==> config.mk <==
export PLATFORM = sky130hd
export DESIGN_NAME = iop_decode
export DESIGN_NICKNAME = d
export VERILOG_FILES = /design/src/common/iop_pkg.sv /design/src/design/iop_decode.sv
export SDC_FILE = /design/constraint.sdc
export NUM_CORES = 1
export LEC_CHECK = 0
export BUFFER_PORTS_ARGS = -buffer_cell sky130_fd_sc_hd__buf_2
export CAP_MARGIN = 40
export CORE_MARGIN = 2
export CORE_UTILIZATION = 35
export CTS_CLUSTER_SIZE = 16
export DETAILED_ROUTE_END_ITERATION = 16
export GPL_ROUTABILITY_DRIVEN = 1
export PLACE_DENSITY = 0.54
export SKIP_LAST_GASP = 1
export SLEW_MARGIN = 20
export SYNTH_ARGS = -nofsm -noshare
export SYNTH_HDL_FRONTEND = slang
export SYNTH_SLANG_ARGS = --single-unit
==> constraint.sdc <==
create_clock -name sys_clk -period 2.8 [get_ports sys_clk]
set_clock_uncertainty 0.2 [all_clocks]
set_input_delay 0.42 -clock sys_clk [delete_from_list [all_inputs] [get_ports sys_clk]]
set_output_delay 0.42 -clock sys_clk [all_outputs]
set_load 0.02 [all_outputs]
==> src/common/iop_pkg.sv <==
// package: constants, states and carriers of the io processor decoder
package iop_pkg;
	// ==========================================
	// timing
	localparam int unsigned CLK_MHZ = 250;
	localparam int unsigned MAJOR_NS = 500;
	localparam int unsigned MAJOR_CYC = (MAJOR_NS * CLK_MHZ) / 1000;
	localparam logic [6:0] TICK_MAX = 7'(MAJOR_CYC - 1);
	// ==========================================
	// instruction word fields and special addresses
	localparam int unsigned G_POS = 15;
	localparam int unsigned F_LSB = 6;
	localparam int unsigned S_POS = 5;
	localparam logic [11:0] ADDR_MAX = 12'hfff;
	localparam logic [11:0] LOC_ZERO = 12'h000;
	// ==========================================
	// function codes (low six opcode bits)
	localparam logic [5:0] F_PASS = 6'h00;
	localparam logic [5:0] F_LJM = 6'h01;
	localparam logic [5:0] F_RJM = 6'h02;
	localparam logic [5:0] F_NA_LO = 6'h03;
	localparam logic [5:0] F_NA_HI = 6'h0f;
	localparam logic [5:0] F_CN_LO = 6'h10;
	localparam logic [5:0] F_CN_HI = 6'h13;
	localparam logic [5:0] F_LDR = 6'h14;
	localparam logic [5:0] F_STR = 6'h15;
	localparam logic [5:0] F_XJ = 6'h16;
	localparam logic [5:0] F_RPN = 6'h17;
	localparam logic [5:0] F_DI_LO = 6'h18;
	localparam logic [5:0] F_ST_DI = 6'h1c;
	localparam logic [5:0] F_DI_HI = 6'h1f;
	localparam logic [5:0] F_IN_LO = 6'h20;
	localparam logic [5:0] F_ST_IN = 6'h24;
	localparam logic [5:0] F_IN_HI = 6'h27;
	localparam logic [5:0] F_ME_LO = 6'h28;
	localparam logic [5:0] F_ST_ME = 6'h2c;
	localparam logic [5:0] F_ME_HI = 6'h2f;
	localparam logic [5:0] F_CRD = 6'h30;
	localparam logic [5:0] F_CRDB = 6'h31;
	localparam logic [5:0] F_CWRB = 6'h33;
	localparam logic [5:0] F_CH_LO = 6'h34;
	localparam logic [5:0] F_CH_FL = 6'h35;
	localparam logic [5:0] F_CH_ER = 6'h37;
	localparam logic [5:0] F_IAM = 6'h39;
	localparam logic [5:0] F_OAM = 6'h3b;
	// ==========================================
	// channel commands
	localparam logic [2:0] CH_NONE = 3'h0;
	localparam logic [2:0] CH_LEGACY = 3'h1;
	localparam logic [2:0] CH_FLAG_SET = 3'h2;
	localparam logic [2:0] CH_FLAG_CLR = 3'h3;
	localparam logic [2:0] CH_ERR_CLR = 3'h4;
	// ==========================================
	// register offsets and reset values
	localparam logic [7:0] REG_CTRL = 8'h00;
	localparam logic [7:0] REG_PADDR = 8'h04;
	localparam logic [7:0] REG_STAT = 8'h08;
	localparam logic [7:0] REG_OPND = 8'h0c;
	localparam logic [7:0] REG_RELOC = 8'h10;
	localparam logic [7:0] REG_CMA = 8'h14;
	localparam logic [11:0] P_RESET = 12'h000;
	localparam logic [27:0] REL_RESET = 28'h0000000;
	// ==========================================
	// state machine
	typedef enum logic [11:0] {
		S_IDLE = 12'h001,
		S_FETCH1 = 12'h002,
		S_FETCH2 = 12'h004,
		S_DECODE = 12'h008,
		S_OPB = 12'h010,
		S_OPC = 12'h020,
		S_EXEC = 12'h040,
		S_EXIT = 12'h080,
		S_EXIT2 = 12'h100,
		S_RLD1 = 12'h200,
		S_RLD2 = 12'h400,
		S_RST2 = 12'h800
	} state_t;
	// decoded instruction presented to the execution side
	typedef struct packed {
		logic [6:0] opcode;
		logic [17:0] operand;
		logic [11:0] ea;
		logic [4:0] chan;
		logic [2:0] chan_cmd;
		logic [27:0] central_addr;
		logic short_st;
		logic blk;
	} dec_t;
endpackage

==> src/design/iop_decode.sv <==
// io processor instruction fetch, decode and operand address generation
`timescale 1ns/1ps
module iop_decode (
	input wire logic sys_clk,
	input wire logic rst_n,
	input wire logic [7:0] reg_addr,
	input wire logic [31:0] reg_wdata,
	input wire logic reg_wr,
	input wire logic reg_rd,
	output logic [31:0] reg_rdata,
	output logic [11:0] mem_addr,
	output logic mem_rd,
	output logic mem_wr,
	output logic [15:0] mem_wdata,
	input wire logic [15:0] mem_rdata,
	input wire logic [17:0] acc,
	input wire logic wb_valid,
	input wire logic [15:0] wb_data,
	input wire logic exec_done,
	output logic instr_valid,
	output iop_pkg::dec_t dec_out
);
	// ==========================================
	// state record
	typedef struct packed {
		iop_pkg::state_t state;
		logic run;
		logic [11:0] p;
		logic [15:0] ir1;
		logic [15:0] ir2;
		logic [27:0] rel;
		logic [6:0] tick_cnt;
		logic tick;
		logic rd_pend;
		logic [15:0] rdq;
		logic [11:0] mem_addr;
		logic mem_rd;
		logic mem_wr;
		logic [15:0] mem_wdata;
		iop_pkg::dec_t dec;
		logic exec;
		logic [31:0] reg_rdata;
		logic [7:0] cyc_cnt;
		logic [7:0] cyc_last;
	} st_t;

	st_t s_r;
	st_t s_nxt;

	// ==========================================
	// helpers
	// long formats carry a second word
	function automatic logic two_word(input logic [5:0] f);
		two_word = (f == iop_pkg::F_LJM) || (f == iop_pkg::F_RJM)
			|| (f >= iop_pkg::F_CN_LO && f <= iop_pkg::F_CN_HI)
			|| (f >= iop_pkg::F_ME_LO && f <= iop_pkg::F_ME_HI)
			|| (f == iop_pkg::F_CRDB) || (f == iop_pkg::F_CWRB)
			|| (f >= iop_pkg::F_CH_LO && f <= iop_pkg::F_CH_ER)
			|| (f == iop_pkg::F_IAM) || (f == iop_pkg::F_OAM);
	endfunction

	// indexed address with the boundary table applied
	function automatic logic [11:0] index_ea(input logic [11:0] m,
		input logic [11:0] idx);
		logic idx_in;
		idx_in = (idx != 12'h000) && (idx != iop_pkg::ADDR_MAX);
		if (m == 12'h000 || m == iop_pkg::ADDR_MAX) begin
			if (idx_in)
				index_ea = idx;
			else if (idx == iop_pkg::ADDR_MAX && m == iop_pkg::ADDR_MAX)
				index_ea = iop_pkg::ADDR_MAX;
			else
				index_ea = 12'h000;
		end else if (idx_in) begin
			index_ea = m + idx;
		end else begin
			index_ea = m;
		end
	endfunction

	// ==========================================
	// instruction fields
	logic g_bit;
	logic [5:0] f_fld;
	logic [5:0] d_fld;
	logic [4:0] c_fld;
	logic s_fld;
	logic [11:0] m_fld;
	logic long_fmt;
	logic short_st;
	logic blk_op;

	// unused word bits are never looked at
	// ignore unused bits
	always_comb begin
		g_bit = s_r.ir1[iop_pkg::G_POS];
		f_fld = s_r.ir1[iop_pkg::F_LSB +: 6];
		d_fld = s_r.ir1[5:0];
		c_fld = s_r.ir1[4:0];
		s_fld = s_r.ir1[iop_pkg::S_POS];
		m_fld = s_r.ir2[11:0];
		long_fmt = two_word(f_fld);
		short_st = !g_bit && ((f_fld == iop_pkg::F_RJM)
			|| (f_fld >= iop_pkg::F_ST_DI && f_fld <= iop_pkg::F_DI_HI)
			|| (f_fld >= iop_pkg::F_ST_IN && f_fld <= iop_pkg::F_IN_HI)
			|| (f_fld >= iop_pkg::F_ST_ME && f_fld <= iop_pkg::F_ME_HI)
			|| (f_fld == iop_pkg::F_CRD) || (f_fld == iop_pkg::F_CRDB));
		blk_op = (f_fld == iop_pkg::F_CRDB) || (f_fld == iop_pkg::F_CWRB)
			|| (f_fld == iop_pkg::F_IAM) || (f_fld == iop_pkg::F_OAM);
	end

	// ==========================================
	// next-state logic
	always_comb begin
		s_nxt = s_r;
		s_nxt.mem_rd = 1'b0;
		s_nxt.mem_wr = 1'b0;
		s_nxt.tick = 1'b0;
		s_nxt.reg_rdata = 32'h00000000;

		if (s_r.tick_cnt == iop_pkg::TICK_MAX) begin
			s_nxt.tick_cnt = 7'h00;
			s_nxt.tick = 1'b1;
		end else begin
			s_nxt.tick_cnt = s_r.tick_cnt + 7'h01;
		end

		// read data lands one cycle after the strobe
		s_nxt.rd_pend = s_r.mem_rd;
		if (s_r.rd_pend)
			s_nxt.rdq = mem_rdata;

		// register reads
		if (reg_rd) begin
			case (reg_addr)
				iop_pkg::REG_CTRL: s_nxt.reg_rdata = {31'h0, s_r.run};
				iop_pkg::REG_PADDR: s_nxt.reg_rdata = {20'h0, s_r.p};
				iop_pkg::REG_STAT: s_nxt.reg_rdata = {s_r.cyc_last,
					s_r.dec.opcode, 5'h0, s_r.state};
				iop_pkg::REG_OPND: s_nxt.reg_rdata = {14'h0,
					s_r.dec.operand};
				iop_pkg::REG_RELOC: s_nxt.reg_rdata = {4'h0, s_r.rel};
				iop_pkg::REG_CMA: s_nxt.reg_rdata = {4'h0,
					s_r.dec.central_addr};
				default: s_nxt.reg_rdata = 32'h00000000;
			endcase
		end

		// register writes; program address only while the sequencer is in S_IDLE
		if (reg_wr) begin
			if (reg_addr == iop_pkg::REG_CTRL)
				s_nxt.run = reg_wdata[0];
			if (reg_addr == iop_pkg::REG_PADDR && s_r.state == iop_pkg::S_IDLE)
				s_nxt.p = reg_wdata[11:0];
		end

		if (s_r.tick && s_r.state != iop_pkg::S_IDLE)
			s_nxt.cyc_cnt = s_r.cyc_cnt + 8'h01;

		case (s_r.state)
			iop_pkg::S_IDLE: begin
				if (s_r.tick && s_r.run) begin
					s_nxt.mem_addr = s_r.p;
					s_nxt.mem_rd = 1'b1;
					s_nxt.cyc_cnt = 8'h00;
					s_nxt.state = iop_pkg::S_FETCH1;
				end
			end
			iop_pkg::S_FETCH1: begin
				if (s_r.tick) begin
					s_nxt.ir1 = s_r.rdq;
					s_nxt.ir2 = 16'h0000;
					if (two_word(s_r.rdq[iop_pkg::F_LSB +: 6])) begin
						s_nxt.mem_addr = s_r.p + 12'h001;
						s_nxt.mem_rd = 1'b1;
						s_nxt.state = iop_pkg::S_FETCH2;
					end else begin
						s_nxt.state = iop_pkg::S_DECODE;
					end
				end
			end
			iop_pkg::S_FETCH2: begin
				if (s_r.tick) begin
					s_nxt.ir2 = s_r.rdq;
					s_nxt.state = iop_pkg::S_DECODE;
				end
			end
			iop_pkg::S_DECODE: begin
				if (s_r.tick) begin
					s_nxt.dec.opcode = {g_bit, f_fld};
					s_nxt.dec.operand = 18'h00000;
					s_nxt.dec.ea = 12'h000;
					s_nxt.dec.chan = 5'h00;
					s_nxt.dec.chan_cmd = iop_pkg::CH_NONE;
					s_nxt.dec.short_st = short_st;
					s_nxt.dec.blk = 1'b0;
					s_nxt.dec.central_addr = s_r.rel + {10'h000, acc};
					s_nxt.state = iop_pkg::S_EXEC;
					s_nxt.exec = 1'b1;
					if (f_fld == iop_pkg::F_PASS || f_fld == iop_pkg::F_RPN
						|| ((f_fld == iop_pkg::F_LDR || f_fld == iop_pkg::F_STR)
						&& d_fld == 6'h00)) begin
						s_nxt.exec = 1'b0;
						s_nxt.p = s_r.p + 12'h001;
						s_nxt.state = iop_pkg::S_IDLE;
					end else if (f_fld == iop_pkg::F_LDR) begin
						s_nxt.exec = 1'b0;
						s_nxt.mem_addr = {6'h00, d_fld};
						s_nxt.mem_rd = 1'b1;
						s_nxt.state = iop_pkg::S_RLD1;
					end else if (f_fld == iop_pkg::F_STR) begin
						s_nxt.exec = 1'b0;
						s_nxt.mem_addr = {6'h00, d_fld};
						s_nxt.mem_wdata = {4'h0, s_r.rel[27:16]};
						s_nxt.mem_wr = 1'b1;
						s_nxt.state = iop_pkg::S_RST2;
					end else if ((f_fld >= iop_pkg::F_NA_LO
						&& f_fld <= iop_pkg::F_NA_HI) || f_fld == iop_pkg::F_XJ) begin
						s_nxt.dec.operand = {12'h000, d_fld};
					end else if (f_fld >= iop_pkg::F_CN_LO
						&& f_fld <= iop_pkg::F_CN_HI) begin
						s_nxt.dec.operand = {d_fld, m_fld};
					end else if (f_fld >= iop_pkg::F_DI_LO
						&& f_fld <= iop_pkg::F_DI_HI) begin
						if (d_fld == 6'h00) begin
							s_nxt.dec.operand = 18'h00000;
						end else begin
							s_nxt.dec.ea = {6'h00, d_fld};
							s_nxt.mem_addr = {6'h00, d_fld};
							s_nxt.mem_rd = 1'b1;
							s_nxt.exec = 1'b0;
							s_nxt.state = iop_pkg::S_OPC;
						end
					end else if ((f_fld >= iop_pkg::F_ME_LO
						&& f_fld <= iop_pkg::F_ME_HI) || f_fld == iop_pkg::F_LJM
						|| f_fld == iop_pkg::F_RJM) begin
						s_nxt.exec = 1'b0;
						s_nxt.mem_rd = 1'b1;
						if (d_fld == 6'h00) begin
							s_nxt.dec.ea = m_fld;
							s_nxt.mem_addr = m_fld;
							s_nxt.state = iop_pkg::S_OPC;
						end else begin
							s_nxt.mem_addr = {6'h00, d_fld};
							s_nxt.state = iop_pkg::S_OPB;
						end
					end else if (f_fld >= iop_pkg::F_IN_LO
						&& f_fld <= iop_pkg::F_IN_HI) begin
						s_nxt.exec = 1'b0;
						s_nxt.mem_addr = {6'h00, d_fld};
						s_nxt.mem_rd = 1'b1;
						s_nxt.state = iop_pkg::S_OPB;
					end else begin
						// central and channel group
						s_nxt.dec.ea = long_fmt ? m_fld : {6'h00, d_fld};
						s_nxt.dec.operand = {12'h000, d_fld};
						if (f_fld >= iop_pkg::F_CH_LO) begin
							s_nxt.dec.chan = c_fld;
							s_nxt.dec.chan_cmd = iop_pkg::CH_LEGACY;
						end
						if (f_fld >= iop_pkg::F_CH_LO && f_fld <= iop_pkg::F_CH_ER
							&& s_fld) begin
							if (f_fld == iop_pkg::F_CH_LO)
								s_nxt.dec.chan_cmd = iop_pkg::CH_FLAG_SET;
							else if (f_fld == iop_pkg::F_CH_FL)
								s_nxt.dec.chan_cmd = iop_pkg::CH_FLAG_CLR;
							else
								s_nxt.dec.chan_cmd = iop_pkg::CH_ERR_CLR;
						end
						if (blk_op) begin
							s_nxt.mem_addr = iop_pkg::LOC_ZERO;
							s_nxt.mem_wdata = {4'h0, s_r.p + 12'h001};
							s_nxt.mem_wr = 1'b1;
							s_nxt.dec.blk = 1'b1;
							s_nxt.p = m_fld;
						end
					end
				end
			end
			iop_pkg::S_OPB: begin
				if (s_r.tick) begin
					if (f_fld >= iop_pkg::F_IN_LO && f_fld <= iop_pkg::F_IN_HI) begin
						s_nxt.dec.ea = s_r.rdq[11:0];
					end else begin
						s_nxt.dec.ea = index_ea(m_fld, s_r.rdq[11:0]);
					end
					s_nxt.mem_addr = (f_fld >= iop_pkg::F_IN_LO
						&& f_fld <= iop_pkg::F_IN_HI) ? s_r.rdq[11:0]
						: index_ea(m_fld, s_r.rdq[11:0]);
					s_nxt.mem_rd = 1'b1;
					s_nxt.state = iop_pkg::S_OPC;
				end
			end
			iop_pkg::S_OPC: begin
				if (s_r.tick) begin
					s_nxt.dec.operand = g_bit ? {2'h0, s_r.rdq}
						: {6'h00, s_r.rdq[11:0]};
					s_nxt.exec = 1'b1;
					s_nxt.state = iop_pkg::S_EXEC;
				end
			end
			iop_pkg::S_EXEC: begin
				if (wb_valid) begin
					s_nxt.mem_wr = 1'b1;
					s_nxt.mem_addr = s_r.dec.blk ? s_r.p : s_r.dec.ea;
					s_nxt.mem_wdata = s_r.dec.short_st ? {4'h0, wb_data[11:0]}
						: wb_data;
					if (s_r.dec.blk)
						s_nxt.p = s_r.p + 12'h001;
				end
				if (exec_done) begin
					s_nxt.exec = 1'b0;
					if (s_r.dec.blk) begin
						s_nxt.state = iop_pkg::S_EXIT;
					end else begin
						s_nxt.p = s_r.p + (long_fmt ? 12'h002 : 12'h001);
						s_nxt.cyc_last = s_r.cyc_cnt;
						s_nxt.state = iop_pkg::S_IDLE;
					end
				end
			end
			iop_pkg::S_EXIT: begin
				if (s_r.tick) begin
					s_nxt.mem_addr = iop_pkg::LOC_ZERO;
					s_nxt.mem_rd = 1'b1;
					s_nxt.state = iop_pkg::S_EXIT2;
				end
			end
			iop_pkg::S_EXIT2: begin
				if (s_r.tick) begin
					s_nxt.p = s_r.rdq[11:0] + 12'h001;
					s_nxt.cyc_last = s_r.cyc_cnt;
					s_nxt.state = iop_pkg::S_IDLE;
				end
			end
			iop_pkg::S_RLD1: begin
				if (s_r.tick) begin
					s_nxt.rel[27:16] = s_r.rdq[11:0];
					s_nxt.mem_addr = {6'h00, d_fld + 6'h01};
					s_nxt.mem_rd = 1'b1;
					s_nxt.state = iop_pkg::S_RLD2;
				end
			end
			iop_pkg::S_RLD2: begin
				if (s_r.tick) begin
					s_nxt.rel[15:0] = s_r.rdq;
					s_nxt.p = s_r.p + 12'h001;
					s_nxt.cyc_last = s_r.cyc_cnt;
					s_nxt.state = iop_pkg::S_IDLE;
				end
			end
			iop_pkg::S_RST2: begin
				if (s_r.tick) begin
					s_nxt.mem_addr = {6'h00, d_fld + 6'h01};
					s_nxt.mem_wdata = s_r.rel[15:0];
					s_nxt.mem_wr = 1'b1;
					s_nxt.p = s_r.p + 12'h001;
					s_nxt.cyc_last = s_r.cyc_cnt;
					s_nxt.state = iop_pkg::S_IDLE;
				end
			end
			default: begin
				s_nxt.state = iop_pkg::S_IDLE;
				s_nxt.exec = 1'b0;
			end
		endcase
	end

	// ==========================================
	// state register
	always_ff @(posedge sys_clk) begin
		if (!rst_n) begin
			s_r <= '0;
			s_r.state <= iop_pkg::S_IDLE;
			s_r.p <= iop_pkg::P_RESET;
			s_r.rel <= iop_pkg::REL_RESET;
		end else begin
			s_r <= s_nxt;
		end
	end

	// ==========================================
	// outputs straight from the state record
	assign reg_rdata = s_r.reg_rdata;
	assign mem_addr = s_r.mem_addr;
	assign mem_rd = s_r.mem_rd;
	assign mem_wr = s_r.mem_wr;
	assign mem_wdata = s_r.mem_wdata;
	assign instr_valid = s_r.exec;
	assign dec_out = s_r.dec;
endmodule // iop_decode

# == Yosys cells after proc, flatten, opt, wreduce, memory -nomap -nowiden ==
# Cells that the tools add are included.
# classes
n_addsub,8
order_cmp,21
n_eq_ne,67
muxes,141
n_bitwise,2
reduce_logical,81
# ops
cell,n
$mux 12,53
$pmux 32 s6,1
$mux 17,8
$mux 13,10
$pmux 12 s10,1
$mux 38,3
$mux 106,1
$mux 8,12
$pmux 12 s8,1
$mux 30,3
$mux 18,4
$eq 6x6->1 const B,11
$pmux 17 s3,1
$pmux 12 s2,2
$pmux 12 s4,1
$ge 6x6->1 const B,7
$mux 20,2
$eq 12x12->1 const B,3
$pmux 18 s2,1
$mux 16,2
$logic_or 1x1->1,31
$le 6x6->1 const B,5
$add 28x18->28,1
$ne 2x2->1 const B,14
other kinds (64),142
# totals
regBits,260
input_bits,96
out_inout_bits,138
wordCells,347

# == Depth between registers and ports, before layout ==
# depth
ltp_word,20
ltp_mapped,13

# == Worst setup path before layout ==
# Ideal clock, no wire load.
# synth_path
path_kind,input-to-reg
startpoint,input reg_addr[5]
endpoint,register s_r[250] (netlist name)
setup_time_ns,0.116
arrival_time_ns,2.753
slack_ns,-0.269
cell_stages,10
n_path_buf,2
cell_sequence,or4_1 nor4_1 and4_1 buf_2 buf_4 mux2i_1 nor2_1 o21ai_0 o21ai_0 o211a_1
# synth_via
elab_chain_cells,15
# synth_rtl
item,line_no,source
start: declaration,iop_decode.sv:6,"input wire logic [7:0] reg_addr,"
$eq 8x3->1 *,iop_decode.sv:153,if (reg_addr == iop_pkg::REG_PADDR && s_r.state == iop_pkg::S_IDLE)
$logic_and 1x1->1 *,iop_decode.sv:153,
$mux 12 *,iop_decode.sv:153,
$mux 12 *,iop_decode.sv:150,if (reg_wr) begin
$mux 12,iop_decode.sv:270,if (blk_op) begin
$mux 12,iop_decode.sv:247,end else if (f_fld >= iop_pkg::F_IN_LO
$mux 12,iop_decode.sv:234,end else if ((f_fld >= iop_pkg::F_ME_LO
$mux 12,iop_decode.sv:223,end else if (f_fld >= iop_pkg::F_DI_LO
$mux 12,iop_decode.sv:220,end else if (f_fld >= iop_pkg::F_CN_LO
$mux 12,iop_decode.sv:217,end else if ((f_fld >= iop_pkg::F_NA_LO
$mux 12,iop_decode.sv:211,end else if (f_fld == iop_pkg::F_STR) begin
$mux 12,iop_decode.sv:206,end else if (f_fld == iop_pkg::F_LDR) begin
$mux 12,iop_decode.sv:200,if (f_fld == iop_pkg::F_PASS || f_fld == iop_pkg::F_RPN
$mux 12,iop_decode.sv:189,if (s_r.tick) begin
$pmux 12 s4 *,iop_decode.sv:160,case (s_r.state)
end signal: assignment,iop_decode.sv:378,s_r <= s_nxt;
end: declaration,iop_decode.sv:47,st_t s_r;
# Mark *: on every way between the ends. The rest lies on a longest branch, timed or not.
# A chain may end at the register's enable or synchronous reset.

# == Worst setup path after layout ==
# layout_path
startpoint,register s_r[252] (netlist name)
endpoint,"register s_r, in the netlist mem_wdata[14]"
# layout_via
elab_chain_cells,3
# layout_rtl
item,line_no
"$eq 12x4->1, or another cell as far along",iop_decode.sv:160
"$ne 3x3->1 (no line), or another cell as far along",n/a
$reduce_and 12->1 (no line),n/a
# Several ways; a longest one is shown, not always the timed one.

==> flow_summary.rst <==
.. list-table::
   :header-rows: 1

   * - Metric
     - Value
   * - Result of the run
     - complete, no violations
   * - Yosys warning total
     - 0
   * - Level count of the clock H-tree
     - 1
   * - Kind of critical path
     - flop to flop
   * - Hold violation total from the final report
     - 0
   * - Worst slack at placement
     - -0.373 ns
   * - TritonCTS Buffers
     - 31
   * - Launch point of the worst hold path
     - reg_wdata[11]
   * - Min cycle time layout
     - 2.78 ns
   * - Total power density per cell area
     - 412 mW/mm^2
   * - Post-place instance area
     - 0.0202 mm^2
   * - Wire per inst
     - 24.5 um
   * - Antenna violations before repair
     - 2
   * - Sink of the worst hold path
     - s_r[250]$_SDFF_PN0_
   * - Sum of negative setup slack
     - 0 ns
   * - Insertion delay of the later-clocked pin in the worst-skew pair
     - 0.60 ns
   * - Maximum net fanout on the critical path
     - 17
   * - Cell at the root of the clock tree
     - clkbuf_16
   * - Pre-Repair DR Iteration Count
     - 6
   * - Synthesized netlist net count
     - 2288
   * - X dimension of the die
     - 221 um
   * - Placed cell count
     - 3090
   * - Setup violation total in the final timing report
     - 0
   * - Number of enable flip-flop cells after synthesis
     - 0
   * - Wire length of the first global-routing pass
     - 115000 um
   * - Endpoint type of the worst setup path
     - flop
   * - Critical Path Start Type
     - flop
   * - Remaining Overflow, GRT
     - 0
   * - I/O Buffers
     - 213
   * - Layout Utilization
     - 47.9%
   * - Hold Path Cell Cnt
     - 4
   * - Sinks on the clock net
     - 257
   * - Worst flop-to-flop path endpoint
     - mem_wdata[14]$_SDFFE_PN0P_
   * - Static leakage
     - 9.25 nW
   * - Total number of placement rows
     - 79
   * - Number of cells on the worst reg-to-reg path
     - 9
   * - Worst reg2reg path startpoint
     - s_r[252]$_SDFFE_PN1P_
   * - Cell area after layout
     - 0.0223 mm^2
   * - Number of unique standard cell types used by synthesis
     - 71
   * - Cells taking the most area after synthesis
     - dfxtp_1 31%, buf_4 6.2%, a21oi_1 5.6%
   * - Slew @ Worst Pin
     - 0.650 ns
   * - Crit path buffers/inverters
     - 1
   * - Iteration-0 DRC Markers
     - 1949
   * - Ratio of final minimum period to clock period
     - 99.4%
   * - Final std cells w/o fill
     - 3191
   * - Arrival time reported for the critical path endpoint
     - 3.05 ns
   * - Critical path's largest stage delay
     - 0.42 ns
   * - Synth Flop Type
     - dfxtp_1
   * - Slowest cell on the critical path
     - or3_4
   * - Maximum achievable frequency
     - 0.359 GHz
   * - Final total power
     - 9.19 mW
   * - Sequence of cells on the critical path
     - or3_4, or3_4, or3_4, or3_4, a21oi_4, nor3_4, buf_12, nand2_1, a21oi_1
   * - Portion of synthesized cell area occupied by the leading cell type
     - 31.2%
   * - Final nets
     - 2694
   * - Area growth from synthesis to final layout
     - 35.3%
   * - Routed wire length
     - 78100 um
   * - Family with the most delay on the worst path
     - simple AND/OR/NAND/NOR gates
   * - Vias per std cell
     - 5.81
   * - Commonest cells in the netlist
     - 257 x dfxtp_1, 239 x nand2_1, 211 x nor2_1
   * - Worst hold-check path type
     - input pin to flop
   * - Placed wire-length estimate
     - 60200 um
   * - Antenna violation net count after detailed routing
     - 0
   * - Die area
     - 0.0489 mm^2
   * - Post-synth top area cell
     - dfxtp_1
   * - Most used cell along the critical path
     - or3_4
   * - Clock Pin Slew Worst Setup and Hold Paths
     - 0.07 ns
   * - Reg-to-reg slack, setup
     - 0.02 ns
   * - Vias in the first global route
     - 17800
   * - Worst rel slew slack
     - 56.6%
   * - Unrepaired setup endpoints after global routing
     - true
   * - Ratio of cells with drive above 1 in the final layout
     - 34.4%
   * - Max Cap Viol
     - 0
   * - Worst-case setup margin in the final layout
     - 0.0155 ns
   * - Flops & latches, synth
     - 257
   * - Core region area
     - 0.0466 mm^2
   * - Die span in y
     - 221 um
   * - Maximum clock path buffer count
     - 3
   * - Number of cells produced by synthesis
     - 2152
   * - Final count of pins violating max slew
     - 0
   * - Sequential fraction of the synthesis area
     - 31.2%
   * - Most common cell in the synthesized netlist
     - dfxtp_1
   * - Effective utilization at floorplan
     - 35.4%
   * - Overall fraction of global-route tracks in use
     - 30.5%
   * - Top-level I/O count
     - 234
   * - Worst vdd rail ir drop
     - 0.445 mV
   * - CTS tree
     - built
   * - Post-route DRC violation count
     - 0
   * - Area of the mapped netlist
     - 0.0165 mm^2
   * - Via count
     - 18600
   * - Global placement routability congestion
     - 0.977
   * - Post-Syn Area per Cell
     - 7.66 um^2
   * - Fraction of synthesis flops using an asynchronous set or reset pin
     - 0%
   * - Data required, critical path
     - 3.07 ns
   * - Worst hold slack
     - 0.0312 ns
   * - Pin count of the biggest net entering global routing
     - 49
==> state kept, by name, indices dropped and copies added, names as in the netlist <==
name / count
c_fld: 5
d_fld: 1
dec_out: 75
f_fld: 6
g_bit: 1
instr_valid: 1
m_fld: 12
mem_addr: 12
mem_rd: 1
mem_wdata: 16
mem_wr: 1
reg_rdata: 32
s_r: 94
==> metal layers <==
metal | routed length, um | track usage, % | vias to the layer above | part of all wire [%]
li1 | - | - | 8464 | -
met1 | 32900 | 40.8 | 9015 | 42
met2 | 35900 | 49.9 | 902 | 46
met3 | 6050 | 4.42 | 174 | 7.7
met4 | 3330 | 11.2 | 0 | 4.3
met5 | 0 | 0 | - | 0
==> kinds of logic (layout without fill, tap and decap cells) <==
kind of cell / count (synthesis) / after routing / share of synthesized area, %
other: 0 / 1 / 0
xor gates and xnor gates: 75 / 75 / 3.98
buffers and inverters: 346 / 777 / 11.2
and+or+nand+nor: 722 / 722 / 20.2
adders and majority gates: 40 / 40 / 3.13
DFF: 257 / 257 / 31.2
AOI/OAI and AO/OA: 629 / 629 / 25.1
muxes: 83 / 83 / 5.16
==> tightest hold or removal path: stages <==
cell,delay [ns]
buf_2,0.09
mux2i_2,0.08
nand2_1,0.08
o211a_1,0.12
==> layout make-up <==
class,instances,area (um^2)
fill,4614,24200
multi-input combinational,1549,10200
tap,607,759
sequential,257,5170
clock buffer,41,883
inverter,29,111
antenna,1,2.50
clock inverter,17,240
timing repair buffer,690,4980
==> cells in the final DEF (no fill, tap or decap), drive strengths merged, types with 9 or more instances in the layout <==
master | Yosys | final
o211ai | 10 | 10
xor2 | 36 | 36
nand2 | 239 | 239
and2 | 17 | 17
a31oi | 33 | 33
a222oi | 16 | 16
ha | 38 | 38
nor4 | 12 | 12
nand2b | 14 | 14
o31ai | 10 | 10
dfxtp | 257 | 257
a211oi | 28 | 28
o21a | 14 | 14
xnor2 | 39 | 39
o21ai | 112 | 112
nand3 | 56 | 56
mux2i | 67 | 67
dlygate4sd3 | 0 | 35
a22oi | 58 | 58
and3 | 27 | 27
nor2 | 211 | 211
a21boi | 9 | 9
a21oi | 186 | 186
inv | 29 | 31
a221oi | 37 | 37
mux2 | 16 | 16
nor2b | 16 | 16
a21o | 13 | 13
nor3 | 66 | 66
buf | 164 | 654
o22ai | 15 | 15
or3 | 14 | 14
nand4 | 20 | 20
clkbuf | 153 | 41
==> repair_timing <==
| item | in CTS | in global routing |
|---|---|---|
| setup buffers | 6 | 6 |
| gates resized for setup | 49 | 119 |
| endpoints found under the hold margin | 34 | 0 |
| cloned | 0 | 1 |
| setup endpoints to repair | 59 | 98 |
| hold buffers | 35 | 0 |
| pin swaps | 12 | 37 |
==> worst max-delay path by stage <==
stage / slack, ns / cells after the start / from / end
6_report: 0.02 / 9 / s_r[252]$_SDFFE_PN1P_ / mem_wdata[14]$_SDFFE_PN0P_
5_1_grt: -0.10 / 10 / s_r[157]$_SDFFE_PN0P_ / mem_addr[8]$_SDFFE_PN0P_
2_1_floorplan: -0.19 / 13 / s_r[252]$_SDFFE_PN1P_ / mem_wdata[10]$_SDFFE_PN0P_
3_5_place_dp: -0.37 / 10 / reg_addr[5] / s_r[241]$_SDFF_PN0_
4_1_cts: -0.05 / 9 / s_r[256]$_SDFFE_PN0P_ / mem_wdata[3]$_SDFFE_PN0P_
3_3_place_gp: -0.32 / 10 / reg_addr[5] / s_r[241]$_SDFF_PN0_
==> power breakdown <==
part | internal (mW) | total, mW | switching (mW) | leakage, nW
clock network | 2.69 | 4.48 | 1.79 | 0.549
registers | 3.67 | 3.69 | 0.0119 | 2.08
logic | 0.480 | 1.02 | 0.542 | 6.62
total | 6.84 | 9.19 | 2.35 | 9.25
No activity file was read; power rests on OpenSTA's default activity.
